<file path="config.mk">
export PLATFORM = sky130hd
export DESIGN_NAME = pirq_top
export DESIGN_NICKNAME = d
export VERILOG_FILES = /design/src/design/pirq_pkg.sv /design/src/design/pirq_flag_bank.sv /design/src/design/pirq_router.sv /design/src/design/pirq_top.sv
export SDC_FILE = /design/constraint.sdc
export NUM_CORES = 1
export LEC_CHECK = 0
export ABC_AREA = 1
export BUFFER_PORTS_ARGS = -buffer_cell sky130_fd_sc_hd__buf_2
export CAP_MARGIN = 15
export CORE_ASPECT_RATIO = 0.6
export CORE_MARGIN = 1
export CORE_UTILIZATION = 50
export CTS_CLUSTER_DIAMETER = 120
export DETAILED_ROUTE_END_ITERATION = 16
export GPL_ROUTABILITY_DRIVEN = 1
export GPL_TIMING_DRIVEN = 0
export PLACE_DENSITY = 0.85
export SYNTH_ARGS = -nofsm -noshare
export SYNTH_HDL_FRONTEND = slang
export SYNTH_HIERARCHICAL = 1
export SYNTH_SLANG_ARGS = --single-unit
</file>
<file path="constraint.sdc">
create_clock -name pclk -period 3.2 [get_ports pclk]
set_input_delay 0.48 -clock pclk [delete_from_list [all_inputs] [get_ports pclk]]
set_output_delay 0.48 -clock pclk [all_outputs]
set_load 0.005 [all_outputs]
</file>
<file path="src/design/pirq_pkg.sv">
// package: register map, field positions and reset values of the peripheral irq block
package pirq_pkg;
  // ==========================================================================
  // register byte offsets on the apb
  localparam logic [7:0] flags_a_off = 8'h00;
  localparam logic [7:0] flags_b_off = 8'h04;
  localparam logic [7:0] enables_a_off = 8'h08;
  localparam logic [7:0] enables_b_off = 8'h0c;
  localparam logic [7:0] prio_a_off = 8'h10;
  localparam logic [7:0] prio_b_off = 8'h14;
  localparam logic [7:0] core_ctrl_off = 8'h18;
  localparam logic [7:0] request_off = 8'h1c;
  // ==========================================================================
  // implemented bit masks
  localparam logic [7:0] mask_a = 8'h7f;
  localparam logic [7:0] mask_b = 8'hfe;
  // software-writable flag bits (rx full and tx empty are read-only)
  localparam logic [7:0] flag_wr_mask_a = 8'h4f;
  // ==========================================================================
  // bit positions, register a
  localparam int converter_done_bit = 6;
  localparam int rx_full_bit = 5;
  localparam int tx_empty_bit = 4;
  localparam int sync_port_done_bit = 3;
  localparam int capcmp_event_bit = 2;
  localparam int timer_b_match_bit = 1;
  localparam int timer_a_overflow_bit = 0;
  // bit positions, register b
  localparam int osc_fail_bit = 7;
  localparam int comparator_one_bit = 6;
  localparam int comparator_two_bit = 5;
  localparam int nv_write_done_bit = 4;
  localparam int bus_collision_bit = 3;
  localparam int usb_request_bit = 2;
  localparam int timer_c_overflow_bit = 1;
  // core control register bits
  localparam int priority_levels_enable_bit = 0;
  localparam int high_level_global_enable_bit = 1;
  localparam int low_level_global_enable_bit = 2;
  // ==========================================================================
  // reset values
  localparam logic [7:0] flags_rst = 8'h00;
  localparam logic [7:0] enables_rst = 8'h00;
  localparam logic [7:0] prio_a_rst = 8'h7f;
  localparam logic [7:0] prio_b_rst = 8'hfe;
  localparam logic [2:0] core_ctrl_rst = 3'h0;
  // capture/compare unit modes
  typedef enum logic [1:0] {
    pirq_ccp_capture = 2'b00,
    pirq_ccp_compare = 2'b01,
    pirq_ccp_pwm = 2'b10,
    pirq_ccp_off = 2'b11
  } pirq_ccp_mode_type;
endpackage : pirq_pkg

</file>
<file path="src/design/pirq_flag_bank.sv">
// one bank of eight event flags, sticky or level-following, with software write
`timescale 1ns/1ps
module pirq_flag_bank #(
  parameter logic [7:0] impl_mask = 8'hff, // implemented bits
  parameter logic [7:0] wr_mask = 8'hff // software writable bits
) (
  input wire logic pclk, // system clock
  input wire logic presetn, // async reset, low
  input wire logic clk_en, // freeze when low
  input wire logic [7:0] event_set, // one-cycle event pulses
  input wire logic [7:0] level_val, // level-driven flag values
  input wire logic [7:0] level_sel, // bits that follow a level
  input wire logic wr_en, // software write strobe
  input wire logic [7:0] wr_data, // software write data
  output logic [7:0] flags // current flags
);
  typedef struct packed {
    logic [7:0] flag_reg;
  } pirq_bank_state_type;
  pirq_bank_state_type st_reg, st_next;

  // ==========================================================================
  // per bit next value
  always_comb begin
    st_next = st_reg;
    if (clk_en) begin
      for (int i = 0; i < 8; i++) begin
        if (!impl_mask[i]) begin
          st_next.flag_reg[i] = 1'b0;
        end else if (level_sel[i]) begin
          st_next.flag_reg[i] = level_val[i];
        end else if (event_set[i]) begin
          st_next.flag_reg[i] = 1'b1;
        end else if (wr_en && wr_mask[i]) begin
          st_next.flag_reg[i] = wr_data[i];
        end
      end
    end
  end

  // state register
  always_ff @(posedge pclk or negedge presetn) begin
    if (!presetn) begin
      st_reg <= '0;
    end else begin
      st_reg <= st_next;
    end
  end

  assign flags = st_reg.flag_reg;
endmodule : pirq_flag_bank

</file>
<file path="src/design/pirq_router.sv">
// combinational routing of enabled flags to high and low requests
`timescale 1ns/1ps
module pirq_router (
  input wire logic [15:0] flags, // both flag banks
  input wire logic [15:0] enables, // both enable banks
  input wire logic [15:0] prios, // both priority banks
  input wire logic prio_en, // priority levels enable
  input wire logic gen_high, // global or high-level enable
  input wire logic gen_low, // group or low-level enable
  output logic req_high, // high vector request
  output logic req_low // low vector request
);
  logic [15:0] active;
  logic any_hi;
  logic any_lo;

  // pending and enabled sources, then split by priority
  always_comb begin
    active = flags & enables;
    any_hi = |(active & prios);
    any_lo = |(active & ~prios);
    if (prio_en) begin
      req_high = any_hi && gen_high;
      req_low = any_lo && gen_low;
    end else begin
      req_high = (|active) && gen_high && gen_low;
      req_low = 1'b0;
    end
  end
endmodule : pirq_router

</file>
<file path="src/design/pirq_top.sv">
// peripheral interrupt flag, enable and priority block with apb registers
// Overview of operation
// - flags set on event regardless of enables
// - without priorities, group enable also required
// - priority bits used only when levels enabled
// - priority one means high, resets high
// - flag register a layout, bit 7 zero
// - rx full flag read-only, follows buffer
// - tx empty flag read-only, follows buffer
// - capture/compare flag set per unit mode
// - timer match and overflow flags software-cleared
// - flag register b layout, bit 0 zero
// - usb flag sticky until software clears
// - enable register a mirrors flags, resets zero
// - enable register b mirrors flags, resets zero
// - priority registers mirror flags, reset one
// - request needs flag, enable, global enable
// - levels use high and low global enables
//
// The placing of the registers and the APB register port were decided locally.
`timescale 1ns/1ps
module pirq_top (
  input wire logic pclk, // system clock
  input wire logic presetn, // async reset, active low
  input wire logic clk_en, // freeze all state when low
  input wire logic psel, // apb select
  input wire logic penable, // apb access phase
  input wire logic pwrite, // apb write
  input wire logic [7:0] paddr, // apb byte address
  input wire logic [31:0] pwdata, // apb write data
  input wire logic [3:0] pstrb, // apb byte strobes
  output logic [31:0] prdata, // apb read data
  output logic pready, // apb ready
  output logic pslverr, // apb error on unmapped address
  input wire logic converter_done, // conversion complete pulse
  input wire logic rx_buffer_full, // serial rx buffer holds data
  input wire logic tx_buffer_empty, // serial tx buffer empty
  input wire logic sync_port_done, // sync port transfer done pulse
  input wire logic [1:0] capcmp_mode, // capture/compare unit mode
  input wire logic timer_a_capture, // timer a capture pulse
  input wire logic timer_a_compare, // timer a compare match pulse
  input wire logic timer_b_match, // timer b equals period pulse
  input wire logic timer_a_overflow, // timer a overflow pulse
  input wire logic osc_fail, // switched to internal oscillator
  input wire logic comparator_one, // comparator one changed
  input wire logic comparator_two, // comparator two changed
  input wire logic nv_write_done, // nonvolatile write complete
  input wire logic bus_collision, // bus collision pulse
  input wire logic usb_request, // usb engine requests service
  input wire logic timer_c_overflow, // timer c overflow pulse
  output logic req_high, // request to high vector
  output logic req_low // request to low vector
);
  typedef struct packed {
    logic [7:0] enables_a_reg;
    logic [7:0] enables_b_reg;
    logic [7:0] prio_a_reg;
    logic [7:0] prio_b_reg;
    logic [2:0] core_ctrl_reg;
    logic [31:0] rdata_reg;
    logic slverr_reg;
    logic req_high_reg;
    logic req_low_reg;
  } pirq_state_type;
  pirq_state_type st_reg, st_next;

  logic [7:0] flags_a;
  logic [7:0] flags_b;
  logic [7:0] set_a;
  logic [7:0] set_b;
  logic [7:0] lvl_a;
  logic wr_flags_a;
  logic wr_flags_b;
  logic wr_access;
  logic rd_access;
  logic hit;
  logic capcmp_set;
  logic route_high;
  logic route_low;
  pirq_pkg::pirq_ccp_mode_type ccp_mode;

  // ==========================================================================
  // apb decode, zero wait states
  assign pready = 1'b1;
  assign pslverr = st_reg.slverr_reg;
  assign prdata = st_reg.rdata_reg;
  assign wr_access = psel && penable && pwrite && pstrb[0] && clk_en;
  assign rd_access = psel && penable && !pwrite && clk_en;
  assign wr_flags_a = wr_access && (paddr == pirq_pkg::flags_a_off);
  assign wr_flags_b = wr_access && (paddr == pirq_pkg::flags_b_off);
  assign hit = (paddr == pirq_pkg::flags_a_off) ||
               (paddr == pirq_pkg::flags_b_off) ||
               (paddr == pirq_pkg::enables_a_off) ||
               (paddr == pirq_pkg::enables_b_off) ||
               (paddr == pirq_pkg::prio_a_off) ||
               (paddr == pirq_pkg::prio_b_off) ||
               (paddr == pirq_pkg::core_ctrl_off) ||
               (paddr == pirq_pkg::request_off);

  // ==========================================================================
  // event sources onto flag positions
  assign ccp_mode = pirq_pkg::pirq_ccp_mode_type'(capcmp_mode);
  always_comb begin
    capcmp_set = 1'b0;
    case (ccp_mode)
      pirq_pkg::pirq_ccp_capture: capcmp_set = timer_a_capture;
      pirq_pkg::pirq_ccp_compare: capcmp_set = timer_a_compare;
      default: capcmp_set = 1'b0; // unused in pulse-width and off modes
    endcase
  end

  // bank a positions, timer a and b flags set here, timer c in bank b
  always_comb begin
    set_a = 8'h00;
    set_a[pirq_pkg::converter_done_bit] = converter_done;
    set_a[pirq_pkg::sync_port_done_bit] = sync_port_done;
    set_a[pirq_pkg::capcmp_event_bit] = capcmp_set;
    set_a[pirq_pkg::timer_b_match_bit] = timer_b_match;
    set_a[pirq_pkg::timer_a_overflow_bit] = timer_a_overflow;
    lvl_a = 8'h00;
    lvl_a[pirq_pkg::rx_full_bit] = rx_buffer_full;
    lvl_a[pirq_pkg::tx_empty_bit] = tx_buffer_empty;
  end

  always_comb begin
    set_b = 8'h00;
    set_b[pirq_pkg::osc_fail_bit] = osc_fail;
    set_b[pirq_pkg::comparator_one_bit] = comparator_one;
    set_b[pirq_pkg::comparator_two_bit] = comparator_two;
    set_b[pirq_pkg::nv_write_done_bit] = nv_write_done;
    set_b[pirq_pkg::bus_collision_bit] = bus_collision;
    set_b[pirq_pkg::usb_request_bit] = usb_request;
    set_b[pirq_pkg::timer_c_overflow_bit] = timer_c_overflow;
  end

  // flag register a, rx/tx bits follow buffer levels
  pirq_flag_bank #(
    .impl_mask(pirq_pkg::mask_a),
    .wr_mask(pirq_pkg::flag_wr_mask_a)
  ) u_flags_a (
    .pclk(pclk),
    .presetn(presetn),
    .clk_en(clk_en),
    .event_set(set_a),
    .level_val(lvl_a),
    .level_sel(pirq_pkg::mask_a & ~pirq_pkg::flag_wr_mask_a),
    .wr_en(wr_flags_a),
    .wr_data(pwdata[7:0]),
    .flags(flags_a)
  );

  // flag register b, all implemented bits sticky
  pirq_flag_bank #(
    .impl_mask(pirq_pkg::mask_b),
    .wr_mask(pirq_pkg::mask_b)
  ) u_flags_b (
    .pclk(pclk),
    .presetn(presetn),
    .clk_en(clk_en),
    .event_set(set_b),
    .level_val(8'h00),
    .level_sel(8'h00),
    .wr_en(wr_flags_b),
    .wr_data(pwdata[7:0]),
    .flags(flags_b)
  );

  // request routing by enables and priority
  pirq_router u_router (
    .flags({flags_b, flags_a}),
    .enables({st_reg.enables_b_reg, st_reg.enables_a_reg}),
    .prios({st_reg.prio_b_reg, st_reg.prio_a_reg}),
    .prio_en(st_reg.core_ctrl_reg[pirq_pkg::priority_levels_enable_bit]),
    .gen_high(st_reg.core_ctrl_reg[pirq_pkg::high_level_global_enable_bit]),
    .gen_low(st_reg.core_ctrl_reg[pirq_pkg::low_level_global_enable_bit]),
    .req_high(route_high),
    .req_low(route_low)
  );

  // ==========================================================================
  // register writes, read mux and registered requests
  always_comb begin
    st_next = st_reg;
    if (clk_en) begin
      st_next.req_high_reg = route_high;
      st_next.req_low_reg = route_low;
      if (psel && penable) begin
        st_next.slverr_reg = !hit;
      end else begin
        st_next.slverr_reg = 1'b0;
      end
      if (wr_access) begin
        case (paddr)
          pirq_pkg::enables_a_off:
            st_next.enables_a_reg = pwdata[7:0] & pirq_pkg::mask_a;
          pirq_pkg::enables_b_off:
            st_next.enables_b_reg = pwdata[7:0] & pirq_pkg::mask_b;
          pirq_pkg::prio_a_off:
            st_next.prio_a_reg = pwdata[7:0] & pirq_pkg::mask_a;
          pirq_pkg::prio_b_off:
            st_next.prio_b_reg = pwdata[7:0] & pirq_pkg::mask_b;
          pirq_pkg::core_ctrl_off:
            st_next.core_ctrl_reg = pwdata[2:0];
          default: st_next.core_ctrl_reg = st_reg.core_ctrl_reg;
        endcase
      end
      if (psel && !penable && !pwrite) begin
        case (paddr)
          pirq_pkg::flags_a_off: st_next.rdata_reg = {24'h000000, flags_a};
          pirq_pkg::flags_b_off: st_next.rdata_reg = {24'h000000, flags_b};
          pirq_pkg::enables_a_off:
            st_next.rdata_reg = {24'h000000, st_reg.enables_a_reg};
          pirq_pkg::enables_b_off:
            st_next.rdata_reg = {24'h000000, st_reg.enables_b_reg};
          pirq_pkg::prio_a_off:
            st_next.rdata_reg = {24'h000000, st_reg.prio_a_reg};
          pirq_pkg::prio_b_off:
            st_next.rdata_reg = {24'h000000, st_reg.prio_b_reg};
          pirq_pkg::core_ctrl_off:
            st_next.rdata_reg = {29'h00000000, st_reg.core_ctrl_reg};
          pirq_pkg::request_off:
            st_next.rdata_reg = {30'h00000000, route_low, route_high};
          default: st_next.rdata_reg = 32'h00000000;
        endcase
      end
    end
  end

  // state register with documented reset values
  always_ff @(posedge pclk or negedge presetn) begin
    if (!presetn) begin
      st_reg.enables_a_reg <= pirq_pkg::enables_rst;
      st_reg.enables_b_reg <= pirq_pkg::enables_rst;
      st_reg.prio_a_reg <= pirq_pkg::prio_a_rst;
      st_reg.prio_b_reg <= pirq_pkg::prio_b_rst;
      st_reg.core_ctrl_reg <= pirq_pkg::core_ctrl_rst;
      st_reg.rdata_reg <= 32'h00000000;
      st_reg.slverr_reg <= 1'b0;
      st_reg.req_high_reg <= 1'b0;
      st_reg.req_low_reg <= 1'b0;
    end else begin
      st_reg <= st_next;
    end
  end

  assign req_high = st_reg.req_high_reg;
  assign req_low = st_reg.req_low_reg;
endmodule : pirq_top

</file>
==> results of run 1 <==
Yosys cell counts (3+ instances only):
cell        n
nand2_1   228
o22ai_1     8
buf_2       4
a21oi_2    12
dfrtp_1    42
o21bai_1   12
conb_1      4
o21ai_0    27
nor2_4      6
nand4_1     4
buf_4      40
dfstp_2    14
inv_1      45
nor2_1     44
o21a_1      7
a21oi_1     3
nand3_1    52
nor2_2      4
inv_2       3
nand3_2     3
through the flow:
step                      utilization [%]  setup WS, ns  cells  cell area, um^2  hold slack, ns
after floorplan                         -          1.72    663             4250           0.184
after global placement               62.2          1.34    817             4630           0.462
after detailed placement             62.5          1.25    818             4650           0.460
after CTS                            64.7          1.57    826             4820           0.218
after global routing                 64.7          1.42    826             4820           0.252
final                                64.7          1.56    826             4820           0.185
routing by layer:
metal / routed length (um) / part of all wire (%) / vias up / global-route usage [%]
met5: 0 / 0 / - / 0
met4: 75 / 0.74 / 0 / 5.27
met3: 909 / 8.9 / 9 / 5.57
met2: 4490 / 44 / 174 / 41.4
met1: 4690 / 46 / 1740 / 38.0
li1: - / - / 1985 / -
power breakdown:
part / leakage [uW] / internal (uW) / total (uW) / switching, uW
sequential: 0.000703 / 737 / 770 / 33.5
clock: 0.0000798 / 368 / 631 / 263
combinational: 0.00190 / 92.0 / 225 / 133
path summary, 6_finish.rpt:
path	cells after the start	slack, ns	to	from
max	10	1.56	u_flags_a/flags[2]$_DFFE_PN0P_	clk_en
min	1	0.19	u_flags_a/flags[0]$_DFFE_PN0P_	presetn
max reg2reg	11	1.57	prdata[1]$_DFFE_PN0P_	st_reg[45]$_DFFE_PN1P_
min reg2reg	2	0.48	req_high$_DFFE_PN0P_	req_high$_DFFE_PN0P_
max in group asynchronous	2	2.35	st_reg[50]$_DFFE_PN1P_	presetn
min in group pclk	3	0.43	st_reg[50]$_DFFE_PN1P_	pwdata[4]
cells in the final DEF, fill, tap and decap left out, types with 12 or more instances in the layout:
master,count
dfstp_2,14
conb_1,89
buf_2,54
nand2_1,228
buf_4,40
dfrtp_1,42
o21ai_0,27
o21bai_1,12
nor2_1,44
nand3_1,52
a21oi_2,12
inv_1,45
area by class of cell:
| class | count | share of cell area [%] |
|---|---|---|
| Clock buffer | 5 | 2.60 |
| Clock inverter | 3 | 0.883 |
| Multi-Input combinational cell | 508 | 47.1 |
| Buffer | 48 | 7.50 |
| Timing Repair Buffer | 51 | 5.61 |
| Inverter | 51 | 4.18 |
| Sequential cell | 56 | 29.4 |
| Tap cell | 104 | 2.70 |
worst max-delay path: cells and delay by family:
kind / cells / cell delay [ns]
AND/OR/NAND/NOR: 7 / 0.89
buffers and inverters: 3 / 0.45
cells by family after synthesis:
kind of cell | count (synthesis) | share of synthesized area (%)
flip-flops | 56 | 36.1
other | 4 | 0.382
buffers and inverters | 99 | 14.3
AO/OA/AOI/OAI | 73 | 12.2
AND/OR/NAND/NOR | 346 | 37.1
==> impl_metrics.tcl, run 1 <==
set metrics [dict create \
    clkTransAtPathRegs_ns 0.08 \
    fillerInstances 692 \
    fmax_mhz 609 \
    crit_chain "buf_2 -> nand3_2 -> nor2_4 -> inv_2 -> nor3_1 -> inv_4 -> nand2_1 -> nand2_1 -> nand2_1 -> nand2_1" \
    worstSetupPathType "primary input to flop" \
    crit_path_max_fanout 10 \
    syn_area_per_cell_um2 6.80 \
    slew_headroom_pct 52.3 \
    maxCapViolCount 0 \
    hold_buffers 0 \
    htreeDepth 2 \
    clock_latency_ns 0.30 \
    clock_sinks 56 \
    p_total_uw 1630 \
    overflow 0 \
    synth-edff-count 0 \
    largest_reg_flops 31 \
    first_global_vias 3547 \
    synth_cells 578 \
    post-dp-hpwl_mm 8.22 \
    cp-start-kind "primary input" \
    grt_max_degree 31 \
    worst_ep_arrival_time_ns 1.84 \
    synth-main-ff-cell "dfrtp_1" \
    leakagePower_uw 0.00269 \
    rows 24 \
    fin_crit_sh_pct 51.3 \
    status "completed" \
    ys_types 31 \
    slowest_delay_ns 0.34 \
    setup_tns_ns 0 \
    postSynth.asyncResetShare_pct 100 \
    wl_per_cell_um 12.3 \
    cts_setup_buffers 0 \
    initial_utilization_pct 52.8 \
    cts.repair.resized 0 \
    period_needed_ns 1.64 \
    via_count 3908 \
    ir_worst_vdd_mv 0.234 \
    antenna_found_initial 0 \
    critPathMostFrequentCell "nand2_1" \
    synth_top_cell_area_share_pct 26.7 \
    powerDensity_nw_per_um2 338 \
    hold_viol 0 \
    multi_input_area_um2 2270 \
    cts_tree "yes" \
    slew_violations 0 \
    netlist_area_um2 3930 \
    die_h_um 70.7 \
    dr.first_iter.drc_count 333 \
    dieWidth_um 116 \
    antenna_left 0 \
    yosysWarningCount 6 \
    slowest_stage "nor3_1" \
    worstPathRequired_ns 3.40 \
    drive_gt1_share_pct 21.3 \
    finalSetupViolations 0 \
    drc 0 \
    min_path_type "primary input to async pin" \
    firstDrtPassIters 5 \
    clock_path_buffers 2 \
    synth-seq-area-share_pct 36.1 \
    place.gp.congestion 0.930 \
    antenna_cells 0 \
    clock_skew_ns 0.00936 \
    ios 103 \
    rsz0062_at_grt "no" \
    ys_top_cells_by_area "dfrtp_1 27%, nand2_1 22%, dfstp_2 9.4%, buf_4 7.6%, nand3_1 6.6%" \
    io_buffer_count 50 \
    regArea_um2 1420 \
    grt_pass1_wl_mm 16.6 \
    track_usage_pct 26.4 \
    yosys.area.top_type "dfrtp_1" \
    synth_seq_cells 56 \
    dieArea_um2 8240 \
    drt_wl_total_mm 10.2 \
    syn2layout_area_growth_pct 22.6 \
    clockRootBuffer "clkbuf_16" \
    cp-end-kind "flop" \
    design.final.nets 788 \
    cts_inserted_buffers 5 \
    core_um2 7450 \
    worst_pin_slew_ns 0.713 \
    viasPerCell 4.73 \
]
Power figures use the tool's default switching activity.
==> run 2, diff against run 1 <==
--- a/config.mk
+++ b/config.mk
@@ -5,12 +5,12 @@
 export SDC_FILE = /design/constraint.sdc
 export NUM_CORES = 1
 export LEC_CHECK = 0
-export ABC_AREA = 1
+export ABC_AREA = 0
 export BUFFER_PORTS_ARGS = -buffer_cell sky130_fd_sc_hd__buf_2
 export CAP_MARGIN = 15
 export CORE_ASPECT_RATIO = 0.6
 export CORE_MARGIN = 1
-export CORE_UTILIZATION = 50
+export CORE_UTILIZATION = 47
 export CTS_CLUSTER_DIAMETER = 120
 export DETAILED_ROUTE_END_ITERATION = 16
 export GPL_ROUTABILITY_DRIVEN = 1
==> constraint.sdc (replaced) <==
create_clock -name pclk -period 1.5 [get_ports pclk]
set_input_delay 0.225 -clock pclk [delete_from_list [all_inputs] [get_ports pclk]]
set_output_delay 0.225 -clock pclk [all_outputs]
set_load 0.005 [all_outputs]
==> impl_metrics.tcl, run 2 <==
set metrics [dict create \
    netlist_area_um2 3540 \
    ys_types 43 \
    syn2layout_area_growth_pct 36.1 \
    via_count 3275 \
    syn_area_per_cell_um2 10.0 \
    status "finished with violations" \
    fin_crit_sh_pct 139 \
    track_usage_pct 27.3 \
    violations "negative setup slack" \
    worstSetupPathType "flop to flop" \
    synth-main-ff-cell "dfrtp_1" \
    clock_skew_ns 0.00624 \
    io_buffer_count 49 \
    synth-edff-count 0 \
    hold_slack_ns 0.134 \
    final_common_cell "conb_1" \
    period_needed_ns 2.08 \
    overflow 0 \
    ir_worst_vdd_mv 0.468 \
    synth_top_cell_area_share_pct 29.7 \
    worstPathRequired_ns 1.68 \
    hp-start "tx_buffer_empty" \
    first_global_vias 3093 \
    slew_headroom_pct 65.2 \
    powerDensity_nw_per_um2 735 \
    synth_common_cells "42 x dfrtp_1, 41 x nand2_1, 35 x buf_4" \
    htreeDepth 2 \
    wl_per_cell_um 16.8 \
    dr.first_iter.drc_count 250 \
    critical_path.startpoint "st_reg[42]$_DFFE_PN1P_" \
    cts_tree "yes" \
    rrSetupSlack_ns -0.58 \
    clkTransAtPathRegs_ns 0.07 \
    grt_max_degree 43 \
    drt_wl_total_mm 10.3 \
    grt_pass1_wl_mm 16.2 \
    drc 0 \
    synth-seq-area-share_pct 40.0 \
    setup_ws_ns -0.583 \
    hold_viol 0 \
    layout_common_cells "89 x conb_1, 48 x buf_2, 46 x buf_4, 42 x dfrtp_1, 41 x nand2_1" \
    antenna_found_initial 0 \
    firstDrtPassIters 6 \
    initial_utilization_pct 48.8 \
    antenna_cells 0 \
    cp-end-kind "flop" \
    final_util_pct 66.4 \
    maxCapViolCount 0 \
    design.final.nets 572 \
    synth_seq_cells 56 \
    clock_path_buffers 2 \
    dieWidth_um 114 \
    postSynth.asyncResetShare_pct 100 \
    placed_area_um2 4270 \
    clock_sinks 56 \
    post-dp-hpwl_mm 7.35 \
    worst_pin_slew_ns 0.521 \
    leakagePower_uw 0.00226 \
    cts_inserted_buffers 5 \
    antenna_left 0 \
    cp-start-kind "flop" \
    viasPerCell 5.37 \
    dieArea_um2 7900 \
    drive_gt1_share_pct 39.5 \
    setup_tns_ns -10.02 \
    yosysWarningCount 6 \
    ios 103 \
    clockRootBuffer "clkbuf_16" \
    yosys.area.top_type "dfrtp_1" \
    ys_top_cells_by_area "dfrtp_1 30%, dfstp_2 10%, mux2_2 7.6%, buf_4 7.4%, o31ai_1 5.1%" \
    rsz0062_at_grt "yes" \
    min_path_type "primary input to flop" \
    worst_ep_arrival_time_ns 2.26 \
    core_um2 7270 \
    rr_startpoint "st_reg[42]$_DFFE_PN1P_" \
    crit_path_max_fanout 2 \
    die_h_um 69.3 \
    clock_latency_ns 0.30 \
    place.gp.congestion 0.926 \
    fmax_mhz 480 \
    rows 24 \
    finalSetupViolations 47 \
    largest_reg_flops 31 \
    stdcell_area_um2 4830 \
    synth_cells 354 \
    yosysMostFrequentCell "dfrtp_1" \
    slew_violations 0 \
]
-- run 2: changes by cell type in the layout (fill, tap and decap cells not counted), sizes merged, moves of 7 or more --
cell | before | now
nand2b | 0 | 13
o31ai | 0 | 24
inv | 51 | 5
mux2i | 0 | 11
a21oi | 15 | 4
nor2 | 54 | 8
o21bai | 12 | 0
nand3 | 55 | 20
or3 | 0 | 7
mux2 | 0 | 33
nand3b | 0 | 7
nand2 | 230 | 41
-- run 2: report_power, final --
part / total, uW / leakage [uW] / internal (uW) / switching [uW]
logic: 554 / 0.00148 / 252 / 302
registers: 1650 / 0.000698 / 1570 / 79.6
clock network: 1340 / 0.0000808 / 787 / 557
total: 3550 / 0.00226 / 2610 / 938
-- run 2: per-stage QoR --
step / setup WS (ns) / instances / total power [uW]
CTS: -0.547 / 612 / 3520
global route: -0.589 / 610 / 3670
finish: -0.583 / 610 / 3550
global placement: -0.935 / 592 / 2090
floorplan: -0.437 / 439 / 1920
detailed placement: -0.973 / 593 / 2110
-- run 2: worst paths after layout --
| check | to | cells past startpoint |
|---|---|---|
| max in group asynchronous | st_reg[47]$_DFFE_PN1P_ | 3 |
| min in group asynchronous | prdata[6]$_DFFE_PN0P_ | 2 |
| worst max-delay path | prdata[1]$_DFFE_PN0P_ | 7 |
| worst min-delay path | u_flags_a/flags[4]$_DFFE_PN0P_ | 2 |
| worst min register to register | prdata[6]$_DFFE_PN0P_ | 2 |
| worst max register to register | prdata[1]$_DFFE_PN0P_ | 7 |
-- run 2: per-layer routing --
layer | global-route usage (%) | part of all wire, %
met5 | 0 | 0
met4 | 6.49 | 1.5
met3 | 10.2 | 11
met2 | 41.5 | 45
met1 | 36.8 | 43
-- run 2: layout make-up --
cell class              count  area, um^2
well taps                 104         130
clock buffers               6         129
repair buffers             63         417
clock inverters             2        35.0
fillers                   588        2440
multi-input cells         332        2380
inverters                   5        18.8
plain buffers              42         302
flip-flops and latches     56        1420
-- run 2: cells by family after synthesis --
kind of cell	Yosys count	synth area share, %
simple gates	117	17.3
mux	49	17.7
flops	56	40.0
other cells	4	0.423
buf+inv	51	10.1
compound gates	77	14.5
-- run 2: repair_timing --
item | 4_1_cts | 5_1_grt
hold buffers | 1 | 0
gates resized for setup | 52 | 22
endpoints found under the hold margin | 13 | 0
pin swaps | 20 | 20
setup buffers | 60 | 2
endpoints found under the setup margin | 49 | 51
-- run 2: worst max-delay path, stage by stage, from the launching register on --
cell and delay [ns]:
dfstp_2 0.54, nand3b_1 0.13, o2111ai_2 0.15, nor3_2 0.20, a31oi_2 0.15, mux4_2 0.52
mux2i_4 0.19, o21ai_1 0.09
